===== src/svd_pkg.sv =====
// package: register map, field layout and timing of the supply-voltage detect control
package svd_pkg;

    ////////////////////////////////////////////////////////////////////////////////
    // bus geometry
    localparam int unsigned ADDR_W  = 12;
    localparam int unsigned DATA_W  = 32;

    ////////////////////////////////////////////////////////////////////////////////
    // register byte addresses
    localparam logic [ADDR_W-1:0] ADDR_CTRL   = 12'h000;
    localparam logic [ADDR_W-1:0] ADDR_STATUS = 12'h004;
    localparam logic [ADDR_W-1:0] ADDR_MASK   = 12'h008;
    localparam logic [ADDR_W-1:0] ADDR_REFEN  = 12'h00C;

    ////////////////////////////////////////////////////////////////////////////////
    // supply_monitor_control fields
    localparam int unsigned TRIP_LSB   = 0;
    localparam int unsigned TRIP_W     = 4;
    localparam int unsigned DET_EN_BIT = 4;
    localparam int unsigned REF_ST_BIT = 5;
    localparam int unsigned CTRL_W     = 8;
    localparam logic [TRIP_W-1:0] TRIP_EXT = 4'hF;
    localparam logic [TRIP_W-1:0] TRIP_RST = 4'h0;

    // status / mask layout (same layout for both)
    localparam int unsigned EVT_LOWV   = 0;
    localparam int unsigned EVT_REFRDY = 1;
    localparam int unsigned EVT_W      = 2;
    localparam logic [EVT_W-1:0] EVT_RST = 2'h0;

    // reference enable register fields
    localparam int unsigned HREF_BIT   = 0;
    localparam int unsigned LREF_BIT   = 1;
    localparam int unsigned REFEN_W    = 2;
    localparam logic [REFEN_W-1:0] REFEN_RST = 2'h0;

    ////////////////////////////////////////////////////////////////////////////////
    // timing: clock and bandgap start-up bound
    localparam int unsigned CLK_PERIOD_PS = 25000;
    localparam int unsigned BG_START_NS   = 50000;
    localparam int unsigned BG_START_CYC  = (BG_START_NS * 1000) / CLK_PERIOD_PS;
    localparam int unsigned BG_CNT_W      = $clog2(BG_START_CYC + 1);

    // control register as one packed word
    typedef struct packed {
        logic              ref_stable;
        logic              det_en;
        logic [TRIP_W-1:0] trip;
    } svd_ctrl_s;

endpackage : svd_pkg


===== src/svd_ctrl.sv =====
// supply-voltage detect control: apb registers, bandgap start-up, low-supply flag, irq
//
// Overview of operation
// - detection runs only while detector_enable (control bit 4) is set
// - trip_select in control bits 3:0 picks one of 16 thresholds
// - enabled and comparator reports supply at or below threshold sets lowvolt_flag
// - interrupt raised only when lowvolt_flag or the reference-ready flag is set together with its own mask bit
// - wake arm output lets the analog side wake the device without clock
// - software clear of lowvolt_flag ignored while supply stays at or below threshold
// - lowvolt_flag cannot set until the bandgap reference is stable
// - read-only reference_stable at control bit 5 shows bandgap stable
// - trip_select 1111 routes the external input pin to the comparator
// - enabling the detector starts an idle bandgap; detection waits its start-up
// - bandgap enable is OR of brownout, detector and both reference enables
// - bandgap counts stable no later than 50 us after start
//
// The register addresses and the APB slave port were decided locally.
`timescale 1ns/100ps
`default_nettype none

module svd_ctrl
    import svd_pkg::*;
(
    input  wire logic              i_sys_clk,
    input  wire logic              i_arst_n,
    // apb slave
    input  wire logic              i_psel,
    input  wire logic              i_penable,
    input  wire logic              i_pwrite,
    input  wire logic [ADDR_W-1:0] i_paddr,
    input  wire logic [DATA_W-1:0] i_pwdata,
    output logic      [DATA_W-1:0] o_prdata,
    output logic                   o_pready,
    output logic                   o_pslverr,
    // analog side and neighbours
    input  wire logic              i_cmp_low,
    input  wire logic              i_bg_stable,
    input  wire logic              i_brownout_enable,
    output logic      [TRIP_W-1:0] o_trip_select,
    output logic                   o_ext_trip_input_sel,
    output logic                   o_detector_on,
    output logic                   o_bandgap_en,
    output logic                   o_high_ref_en,
    output logic                   o_low_ref_en,
    output logic                   o_wake_arm,
    output logic                   o_irq
);

    ////////////////////////////////////////////////////////////////////////////////
    // declarations
    localparam int unsigned SYNC_N   = 2;     // asynchronous inputs
    localparam int unsigned SYNC_CMP = 0;     // comparator slot
    localparam int unsigned SYNC_BGS = 1;     // bandgap-stable slot
    logic [SYNC_N-1:0] async_in;
    wire logic [SYNC_N-1:0] sync_q;
    logic              cmp_s2_reg;
    logic              bgs_s2_reg;
    svd_ctrl_s         ctrl_reg;
    svd_ctrl_s         ctrl_next;
    logic [EVT_W-1:0]  status_reg;
    logic [EVT_W-1:0]  status_next;
    logic [EVT_W-1:0]  mask_reg;
    logic [EVT_W-1:0]  mask_next;
    logic [REFEN_W-1:0] refen_reg;
    logic [REFEN_W-1:0] refen_next;
    logic [BG_CNT_W-1:0] bg_cnt_reg;
    logic [BG_CNT_W-1:0] bg_cnt_next;
    logic              bg_en_reg;
    logic              bg_en_next;
    logic              irq_reg;
    logic              irq_next;
    logic              wake_reg;
    logic              wake_next;
    logic              ext_sel_reg;
    logic              ext_sel_next;
    logic [DATA_W-1:0] rdata_reg;
    logic [DATA_W-1:0] rdata_next;
    logic              ready_reg;
    logic              ready_next;
    logic              slverr_reg;
    logic              slverr_next;
    logic              setup;
    logic              wr_en;
    logic              addr_ok;
    logic              wr_ctrl;
    logic              wr_status;
    logic              wr_mask;
    logic              wr_refen;
    logic              lowv_evt;
    logic              refrdy_evt;

    ////////////////////////////////////////////////////////////////////////////////
    // asynchronous inputs gathered for the synchroniser, comparator in slot 0
    assign async_in = {i_bg_stable, i_cmp_low};

    // two flops per input; only the second is read, so a metastable first stage never fans out
    for (genvar g = 0; g < SYNC_N; g++) begin : g_sync
        logic stage1_reg;
        logic stage2_reg;
        // per-input flops live inside the loop
        always_ff @(posedge i_sys_clk or negedge i_arst_n) begin
            if (!i_arst_n) begin
                stage1_reg <= 1'b0;
                stage2_reg <= 1'b0;
            end else begin
                stage1_reg <= async_in[g];
                stage2_reg <= stage1_reg;
            end
        end
        assign sync_q[g] = stage2_reg;
    end

    // synchronised views used by the rest of the block
    assign cmp_s2_reg = sync_q[SYNC_CMP];
    assign bgs_s2_reg = sync_q[SYNC_BGS];

    ////////////////////////////////////////////////////////////////////////////////
    // apb decode: write lands at the access edge, zero wait states
    always_comb begin
        setup   = i_psel && !i_penable;
        // ready qualifies the strobe so a stretched access phase writes once
        wr_en   = i_psel && i_penable && ready_reg && i_pwrite;
        addr_ok = (i_paddr == ADDR_CTRL) || (i_paddr == ADDR_STATUS)
               || (i_paddr == ADDR_MASK) || (i_paddr == ADDR_REFEN);
        wr_ctrl   = wr_en && (i_paddr == ADDR_CTRL);
        wr_status = wr_en && (i_paddr == ADDR_STATUS);
        wr_mask   = wr_en && (i_paddr == ADDR_MASK);
        wr_refen  = wr_en && (i_paddr == ADDR_REFEN);
    end

    ////////////////////////////////////////////////////////////////////////////////
    // bandgap enable and start-up timer
    always_comb begin
        bg_en_next = i_brownout_enable || ctrl_reg.det_en
                  || refen_reg[HREF_BIT] || refen_reg[LREF_BIT];
        // counter saturates at the bound and restarts whenever the bandgap drops
        bg_cnt_next = bg_cnt_reg;
        if (!bg_en_reg) begin
            bg_cnt_next = '0;
        end else if (bg_cnt_reg != BG_CNT_W'(BG_START_CYC)) begin
            bg_cnt_next = bg_cnt_reg + BG_CNT_W'(1);
        end
    end

    always_ff @(posedge i_sys_clk or negedge i_arst_n) begin
        if (!i_arst_n) begin
            bg_en_reg  <= 1'b0;
            bg_cnt_reg <= '0;
        end else begin
            bg_en_reg  <= bg_en_next;
            bg_cnt_reg <= bg_cnt_next;
        end
    end

    ////////////////////////////////////////////////////////////////////////////////
    // control register: trip select, enable, read-only stable bit
    always_comb begin
        ctrl_next = ctrl_reg;
        if (wr_ctrl) begin
            ctrl_next.trip   = i_pwdata[TRIP_LSB +: TRIP_W];
            ctrl_next.det_en = i_pwdata[DET_EN_BIT];
        end
        // stable once bandgap reports it, or at the start-up bound at latest
        ctrl_next.ref_stable = bg_en_reg
            && (bgs_s2_reg || (bg_cnt_reg == BG_CNT_W'(BG_START_CYC)));
        // ext select taken from the next trip so it lines up with o_trip_select
        ext_sel_next = (ctrl_next.trip == TRIP_EXT);
    end

    always_ff @(posedge i_sys_clk or negedge i_arst_n) begin
        if (!i_arst_n) begin
            ctrl_reg    <= '{ref_stable: 1'b0, det_en: 1'b0, trip: TRIP_RST};
            ext_sel_reg <= 1'b0;
        end else begin
            ctrl_reg    <= ctrl_next;
            ext_sel_reg <= ext_sel_next;
        end
    end

    ////////////////////////////////////////////////////////////////////////////////
    // mask and reference enables: plain read-write words
    always_comb begin
        // upper write bits fall away on purpose
        mask_next  = wr_mask  ? i_pwdata[EVT_W-1:0]   : mask_reg;
        refen_next = wr_refen ? i_pwdata[REFEN_W-1:0] : refen_reg;
    end

    always_ff @(posedge i_sys_clk or negedge i_arst_n) begin
        if (!i_arst_n) begin
            mask_reg  <= EVT_RST;
            refen_reg <= REFEN_RST;
        end else begin
            mask_reg  <= mask_next;
            refen_reg <= refen_next;
        end
    end

    ////////////////////////////////////////////////////////////////////////////////
    // sticky status, interrupt level and wake arm
    always_comb begin
        // flag gated by the registered stable bit, never by the raw reference input
        lowv_evt   = ctrl_reg.det_en && ctrl_reg.ref_stable && cmp_s2_reg;
        refrdy_evt = ctrl_next.ref_stable && !ctrl_reg.ref_stable;
        status_next = status_reg;
        if (wr_status) begin
            // a clear of the low flag only sticks once the supply is back up
            if (i_pwdata[EVT_LOWV] && !cmp_s2_reg) begin
                status_next[EVT_LOWV] = 1'b0;
            end
            if (i_pwdata[EVT_REFRDY]) begin
                status_next[EVT_REFRDY] = 1'b0;
            end
        end
        // set beats clear in the same cycle
        if (lowv_evt) begin
            status_next[EVT_LOWV] = 1'b1;
        end
        if (refrdy_evt) begin
            status_next[EVT_REFRDY] = 1'b1;
        end
        // irq follows status and mask in the same cycle so it never lags the flag
        irq_next   = |(status_next & mask_next);
        // analog side may wake the core from this level with the clock stopped
        wake_next  = ctrl_next.det_en && mask_next[EVT_LOWV];
    end

    always_ff @(posedge i_sys_clk or negedge i_arst_n) begin
        if (!i_arst_n) begin
            status_reg <= EVT_RST;
            irq_reg    <= 1'b0;
            wake_reg   <= 1'b0;
        end else begin
            status_reg <= status_next;
            irq_reg    <= irq_next;
            wake_reg   <= wake_next;
        end
    end

    ////////////////////////////////////////////////////////////////////////////////
    // apb answer: ready and error during the access cycle after every setup
    always_comb begin
        // zero wait states: ready follows every setup by one cycle
        ready_next  = setup;
        slverr_next = setup && !addr_ok;   // unmapped words are refused
    end

    always_ff @(posedge i_sys_clk or negedge i_arst_n) begin
        if (!i_arst_n) begin
            ready_reg  <= 1'b0;
            slverr_reg <= 1'b0;
        end else begin
            ready_reg  <= ready_next;
            slverr_reg <= slverr_next;
        end
    end

    ////////////////////////////////////////////////////////////////////////////////
    // read snapshot taken at the setup edge, held until the next setup
    always_comb begin
        rdata_next = rdata_reg;
        if (setup) begin
            rdata_next = '0;
            if (!i_pwrite) begin
                unique case (i_paddr)
                    ADDR_CTRL:   rdata_next[CTRL_W-1:0]  = {2'h0, ctrl_reg};
                    ADDR_STATUS: rdata_next[EVT_W-1:0]   = status_reg;
                    ADDR_MASK:   rdata_next[EVT_W-1:0]   = mask_reg;
                    ADDR_REFEN:  rdata_next[REFEN_W-1:0] = refen_reg;
                    default:     rdata_next = '0;
                endcase
            end
        end
    end

    always_ff @(posedge i_sys_clk or negedge i_arst_n) begin
        if (!i_arst_n) begin
            rdata_reg <= '0;
        end else begin
            rdata_reg <= rdata_next;
        end
    end

    ////////////////////////////////////////////////////////////////////////////////
    // outputs, all from flops
    // analog side reads these levels directly, so none may be combinational
    assign o_prdata             = rdata_reg;
    assign o_pready             = ready_reg;
    assign o_pslverr            = slverr_reg;
    assign o_trip_select        = ctrl_reg.trip;
    assign o_ext_trip_input_sel = ext_sel_reg;
    assign o_detector_on        = ctrl_reg.det_en;
    assign o_bandgap_en         = bg_en_reg;
    assign o_high_ref_en        = refen_reg[HREF_BIT];
    assign o_low_ref_en         = refen_reg[LREF_BIT];
    assign o_wake_arm           = wake_reg;
    assign o_irq                = irq_reg;

endmodule : svd_ctrl

`default_nettype wire


===== config.mk =====
export PLATFORM = sky130hd
export DESIGN_NAME = svd_ctrl
export DESIGN_NICKNAME = d
export VERILOG_FILES = /design/src/svd_pkg.sv /design/src/svd_ctrl.sv
export SDC_FILE = /design/constraint.sdc
export NUM_CORES = 1
export LEC_CHECK = 0
export BUFFER_PORTS_ARGS = -buffer_cell sky130_fd_sc_hd__clkbuf_2
export CAP_MARGIN = 25
export CORE_UTILIZATION = 40
export DETAILED_ROUTE_END_ITERATION = 10
export HOLD_SLACK_MARGIN = 0.12
export PLACE_DENSITY_LB_ADDON = 0.2
export REMOVE_ABC_BUFFERS = 1
export SLEW_MARGIN = 40
export SYNTH_ARGS = -nofsm -noshare
export SYNTH_HDL_FRONTEND = slang
export SYNTH_SLANG_ARGS = --single-unit

===== constraint.sdc =====
create_clock -name i_sys_clk -period 2.4 [get_ports i_sys_clk]
set_clock_uncertainty 0.2 [all_clocks]
set_input_delay 0.24 -clock i_sys_clk [delete_from_list [all_inputs] [get_ports i_sys_clk]]
set_output_delay 0.24 -clock i_sys_clk [all_outputs]
set_load 0.02 [all_outputs]

==> summary by stage, run 1 <==
Outcome
The run finished with clean final reports.

Setup path
Walking the worst path, the cells encountered are dlygate4sd3_1 > clkbuf_2 > nor4_4 > nand3_4 > nor4b_4 > mux2_2 > a2bb2o_1. Along the worst path, the maximum fanout reaches 6. At the worst endpoint, the arrival time is around 2200 ps.

The delay of the slowest cell on the worst path is about 530 ps. STA classifies the critical path startpoint as a primary input. The critical setup path kind is primary input to flip-flop. The cell with the largest stage delay on the worst path is dlygate4sd3_1.

The number of buffer and inverter stages on the critical path is 2. The kind of cell adding the most delay to the critical path is simple AND/OR/NAND/NOR gates. The required time at the endpoint of the critical path is 2360 ps. The type of element capturing the critical path is a flip-flop.

Finish
The filler cells instantiated in the layout total 461. In the final layout, flip-flops and latches occupy roughly 980 um^2. The post-route standard cell area excluding fillers is 0.00237 mm^2.

The layout-stage area growth over the synthesis result is 19.5%. The fraction of layout instances using a drive strength above 1 is a little under a third. The final layout contains roughly 280 nets.

Cells fill 49.9% of the core in the end. The number of antenna repair diodes is 0. The number of flip-flops under the largest register name is 11. The multi-input gate area in the final layout is between 800 and 900 um^2.

Route
The via density per instance is approximately 4.5. The first detailed-routing pass took 4 iterations. Across all layers, the routed design uses 1310 vias. The remaining design rule violation count is 0. The iteration-0 DRC count of the detailed router is 56.

The routed wirelength normalized by instance count is 11.7 um. The post-detailed-routing wire length is around 3.4 mm. The number of nets with antenna violations after routing is 0.

Logic synthesis
The cell count after synthesis is 166. After synthesis, the cell types taking the most area are dfrtp_1 (49%), buf_4 (11%), mux2_2 (4.5%). Counting flops with an async set or reset pin after synthesis yields a share of 100%. Among all flip-flop cells after synthesis, the most frequent one is dfrtp_1. In this run, synthesis inferred 0 flip-flops with an integrated enable.

The mean cell area of the mapped netlist is 12.0 um^2. The number of flip-flops and latches in the synthesized netlist is 39. The netlist area before placement is 0.00199 mm^2. The count of unique library cells instantiated by Yosys is 38. The library cell with the largest summed area after synthesis is dfrtp_1. After synthesis, the largest area contributor takes up about 49% of total cell area. The register area share after synthesis is between 40% and 50%. The commonest cells after synthesis are dfrtp_1 (39), buf_4 (30), and2_1 (9), mux2_2 (8), nand2_1 (8).

During synthesis, Yosys emitted a total of 0 warnings. The dominant cell by count in the synthesized netlist is dfrtp_1.

Floorplan
The die outline width is roughly 72 um. The floorplan has 25 rows. In this run the standard cell core region covers 0.00475 mm^2.

The number of primary I/O pins is 97. The overall die area is ~0.0052 mm^2. The chip height is 72.5 um. The initial utilization of the core area, before any placement, comes to 41.8%.

GRT
The global-route wire length before repair is 5.60 mm. The number of antenna violations at the first check in global routing is 0. The global routing usage summed across all routing layers is 14.4%. After global routing the overflow that remains totals 0. The largest net degree at the start of global routing is 21. The number of global-route vias before repair came to 1185.

Clock network
The clock sink count is 39. The clock insertion delay at the later pin of the skew report is ~290 ps. The number of buffers created by CTS is 5. The number of levels the H-tree was split into is 2. The clock slew seen by the registers of the worst setup and hold paths is approximately 60 ps.

The clock tree root driver cell is clkbuf_8. The clock tree from TritonCTS is yes. In this run the deepest clock path goes through 2 buffers.

Pwr
The static power due to leakage is 1.21 nW. The power consumption is 1.21 mW. The power density of the placed cells is between 500 and 600 mW/mm^2. Across the VDD grid, the largest voltage drop is 0.369 mV.

Placed design
During placement, the flow inserted port buffers numbering 43. In this run the cell area measured after placement is 0.00216 mm^2. The estimated wirelength of the detail-placed design is 2.51 mm. The congestion estimate from routability-driven global placement came to 0.715.

Timing
The minimum period implied by the final worst setup slack is 2270 ps. The post-route clock period utilization is a little over nine tenths. The final hold violation count came to 0.

In the final timing run, aggregate negative setup slack is 0 ps. Setup repair after global routing left no endpoint under its margin. The number of max-slew violations in the final report is 0. The worst hold slack is 149 ps. The maximum achievable frequency is approximately 440 MHz.

Setup violations remaining at the end of the flow were counted as 0.

Job
Across the run, the number of max-cap violations was 0.

Min path
The path type of the worst min-delay path is flip-flop to flip-flop.
## worst paths after layout
| path | from | endpoint | slack [ps] | depth (start not counted) |
|---|---|---|---|---|
| max in group asynchronous | i_arst_n | o_pslverr | 1290 | 3 |
| worst min-delay path | g_sync[1].stage1_reg | bgs_s2_reg | 150 | 0 |
| worst min register to register | g_sync[1].stage1_reg | bgs_s2_reg | 150 | 0 |
| worst max register to register | o_pready | o_irq | 500 | 4 |
| worst max-delay path | i_paddr[4] | o_irq | 130 | 7 |
| min in group asynchronous | i_arst_n | o_prdata[5] | 250 | 3 |
## layer usage
| metal | track usage (%) | wire length, um | up-vias |
|---|---|---|---|
| met4 | 3.92 | 41 | 0 |
| met5 | 0 | 0 | - |
| met1 | 19.5 | 1650 | 624 |
| met3 | 5.83 | 221 | 5 |
| li1 | - | - | 628 |
| met2 | 21.3 | 1500 | 53 |
## metrics by stage
step	cells	setup WS (ps)
6_report	290	134
5_1_grt	290	6.51
4_1_cts	290	37.3
3_5_place_dp	270	231
3_3_place_gp	270	246
2_1_floorplan	157	470
## cells by family after synthesis
group | share of synthesized area [%]
fa+ha+maj | 1.26
flops | 49.1
mux | 7.81
buf+inv | 13.5
other cells | 0.189
xor+xnor | 3.97
simple gates | 18.6
compound gates | 5.48
## where the power goes
group / switching, mW / leakage (nW) / internal (mW)
Combinational: 0.0861 / 0.656 / 0.0477
Sequential: 0.0107 / 0.517 / 0.668
Clock: 0.207 / 0.0371 / 0.194
Total: 0.304 / 1.21 / 0.909
## placed cells by master (no fill, tap or decap), types with 3 or more instances in the layout
cell           instances
a22o_1                 4
and2_1                 9
and3_1                 3
buf_4                  3
clkbuf_2              43
clkbuf_8               5
conb_1                26
dfrtp_1               39
dlygate4sd3_1         13
inv_1                  7
mux2_2                 8
nand2_1                8
nand3_1                6
nor2_1                 3
nor2b_1                3
nor4_4                 3
o21ai_0                4
xnor2_1                6
xor2_1                 3
## what timing repair did
action	in CTS	in global routing
resized for setup	0	1
setup buffers	0	0
setup endpoints to repair	0	1
hold buffers	14	0
hold endpoints to repair	54	0
## area by class of cell
type | count | share of cell area [%]
flip-flops and latches | 39 | 41.1
multi-input cells | 111 | 35.2
repair buffers | 60 | 16.0
well taps | 67 | 3.53
clock buffers | 6 | 3.06
inverters | 7 | 1.11
(Power assumes the default switching activity.)
==> run 2, diff against run 1 <==
- clock period: 2.4 -> 2.71 ns (I/O delays scaled with it)
==> run 2 against run 1 <==
Against the previous run: die area stayed put; register-to-register slack better by 270 ps; first-iteration DRC count up 25%; sequential share of layout area is 0.80 points higher; design area shrank 1.9%; critical path depth unchanged; sequential cell count unchanged; cell count decreased by 1.7%; worst hold slack lost 19 ps; routed wire length fell by 0.68%; critical endpoint unchanged; largest cell class unchanged.
==> summary by stage, run 2 (synthesis gave the netlist of run 1 again) <==
Outcome
The run finished with clean final reports.

Setup path
Data on the critical path is required at its endpoint by about 2700 ps. STA classifies the critical path startpoint as a primary input. The setup slack of the worst register-to-register path is roughly 770 ps. In this run the critical register-to-register path is captured at o_irq. The worst setup path is captured at a flip-flop. Data arrives at the worst endpoint at 2290 ps. In this run the critical register-to-register path is launched from bg_cnt_reg[0]. The critical setup path kind is primary input to flip-flop. Of all nets on the critical path, the largest fanout is 6. The depth of the worst register-to-register path is 8.

Timing
The maximum achievable frequency is 430 MHz. The setup TNS is 0 ps. The final hold violation count was 0. The relative slew slack is between 60% and 70%.

The transition at the pin with the smallest max-transition slack is 526 ps. The number of max-slew violations in the final report is 0. Setup repair after global routing left no endpoint under its margin. Counting I/O delays and the setup requirement, the final critical path takes 2320 ps.

Setup violations remaining at the end of the flow were counted as 0. In the finished design, the share of the clock period the worst path needs comes to 85.8%.

Finish
The most common library cell in the layout ignoring fill and taps is clkbuf_2. The area growth from synthesis to layout is 17.3%. The number of antenna repair diodes is 0. Leaving out filler cells and counting taps, the final layout contains 285.

The number of flip-flops under the largest register name is 11. In the layout the commonest cells are clkbuf_2 (42), dfrtp_1 (39), conb_1 (26), dlygate4sd3_1 (11), and2_1 (9). Of the cells placed in the final design, the portion with a size suffix greater than 1 is 30.7%. The share of the core filled with cells in the final layout is 49.0%.

The multi-input gate area in the final layout is 835 um^2. The sequential cells in the finished layout cover a total of just under 0.001 mm^2. Counting the fill cells in the layout gives 473. The net count of the finished layout is 273.

Clock network
In this run the deepest clock path goes through 2 buffers. In this run the post-CTS setup repair buffer count came out at 0. The clock net in this run drives a total of 39 sinks. Clock-pin slew was measured on the worst setup and hold paths at approximately 70 ps.

The root buffer cell chosen for the clock tree is clkbuf_8. The later pin in the worst-skew pair is clocked with a latency of 280 ps. TritonCTS created 5 clock buffers. The clock tree from TritonCTS is yes.

Once the clock tree was built, the resizer swapped 0 gates to a different size. The number of levels the H-tree was split into is 2.

GRT
The number of antenna violations at the first check in global routing is 0. The number of global-route vias before repair is 1215. The first global-routing pass estimated ~5.7 mm of wire. Global routing finished with a remaining overflow of 0. The largest net degree at the start of global routing is 40. The global routing usage summed across all routing layers is between 10 and 15%.

Placed design
After legalization and detailed placement, the total HPWL measured around 2.5 mm. Once placement completed, the tool counted placed cells totaling roughly 270. Input and output buffers added on the ports amount to 43. The final weighted congestion in routability-driven placement is 0.716.

Min path
In this run the most critical hold path is launched from i_paddr[8]. The destination of the worst hold path is o_pslverr. The count of cells along the worst hold path is 3. The path class of the tightest hold or removal check is primary input to flip-flop.

Pwr
The worst supply voltage drop on vdd is 0.211 mV. Dividing total power by cell area gives a power density of 457 mW/mm^2. Total power for the finished layout comes to 1.06 mW. The static power due to leakage is 1.17 nW.

Route
The routed wirelength normalized by instance count is about 12 um. The iteration-0 DRC count of the detailed router is 70. The via density per instance is around 4.5.

The pre-antenna-repair detailed-routing pass consisted of 4 iterations. The routed layout has 1278 vias. In this run the remaining antenna-violating nets after routing total 0. The post-detailed-routing wire length is ~3.4 mm. After detailed routing, the number of remaining DRC violations is 0.

Floorplan
The area inside the core boundary is 0.00475 mm^2. Once the floorplan was initialized, standard cells occupied between 40% and 50% of the core. From bottom edge to top edge, the die measures 72.5 um. In this run the horizontal extent of the chip is about 72 um. The number of primary I/O pins is 97. The initialized floorplan defines 25 standard-cell rows. The overall die area is 0.00525 mm^2.

Job
The max-capacitance violation count is 0.
run 2: changes by cell type in the layout (fill, tap and decap cells not counted):
cell / before / now
buf_4: 3 / 1
dlygate4sd3_1: 13 / 11
clkbuf_2: 43 / 42
clkbuf_4: 0 / 1
dlymetal6s4s_1: 1 / 0
run 2: cell type report:
type / instances / area share [%]
clock buffers: 6 / 3.12
inverters: 7 / 1.13
multi-input cells: 111 / 35.8
flip-flops and latches: 39 / 41.9
well taps: 67 / 3.60
repair buffers: 55 / 14.4
run 2: layer usage:
layer | track usage [%] | vias to the layer above | wire, um
met2 | 22.3 | 49 | 1570
met4 | 5.88 | 0 | 57
met3 | 4.72 | 5 | 183
met1 | 19.4 | 609 | 1570
li1 | - | 615 | -
met5 | 0 | - | 0
run 2: how the worst max path moves through the flow:
stage	slack, ps	to	startpoint	cells after the start
2_1_floorplan	750	o_irq	i_paddr[7]	5
3_3_place_gp	530	o_irq	i_paddr[1]	6
3_5_place_dp	490	o_irq	i_paddr[1]	6
4_1_cts	370	o_irq	i_paddr[4]	7
5_1_grt	290	o_irq	i_paddr[4]	7
6_report	390	o_irq	i_paddr[4]	7
run 2: where the power goes:
part / switching [mW] / internal [mW]
clock: 0.179 / 0.171
sequential: 0.00898 / 0.592
combinational: 0.0756 / 0.0378
run 2: repair_timing:
| action | in CTS | in global routing |
|---|---|---|
| hold buffers | 11 | 0 |
| setup endpoints to repair | 0 | 0 |
| hold endpoints to repair | 51 | 0 |
run 2: critical path: stages:
cell and delay [ps]:
dlygate4sd3_1 530, clkbuf_2 120, nor4_4 200, nand3_4 190, nor4b_4 300, mux2_2 380
a2bb2o_1 290
run 2: per-stage QoR:
| stage | worst slack (ps) | hold slack, ps | instance area [um^2] |
|---|---|---|---|
| 3_5_place_dp | 489 | 116 | 2150 |
| 2_1_floorplan | 749 | -225 | 1840 |
| 4_1_cts | 369 | 131 | 2330 |
| 3_3_place_gp | 526 | 132 | 2140 |
| 6_report | 385 | 130 | 2330 |
| 5_1_grt | 294 | 154 | 2330 |
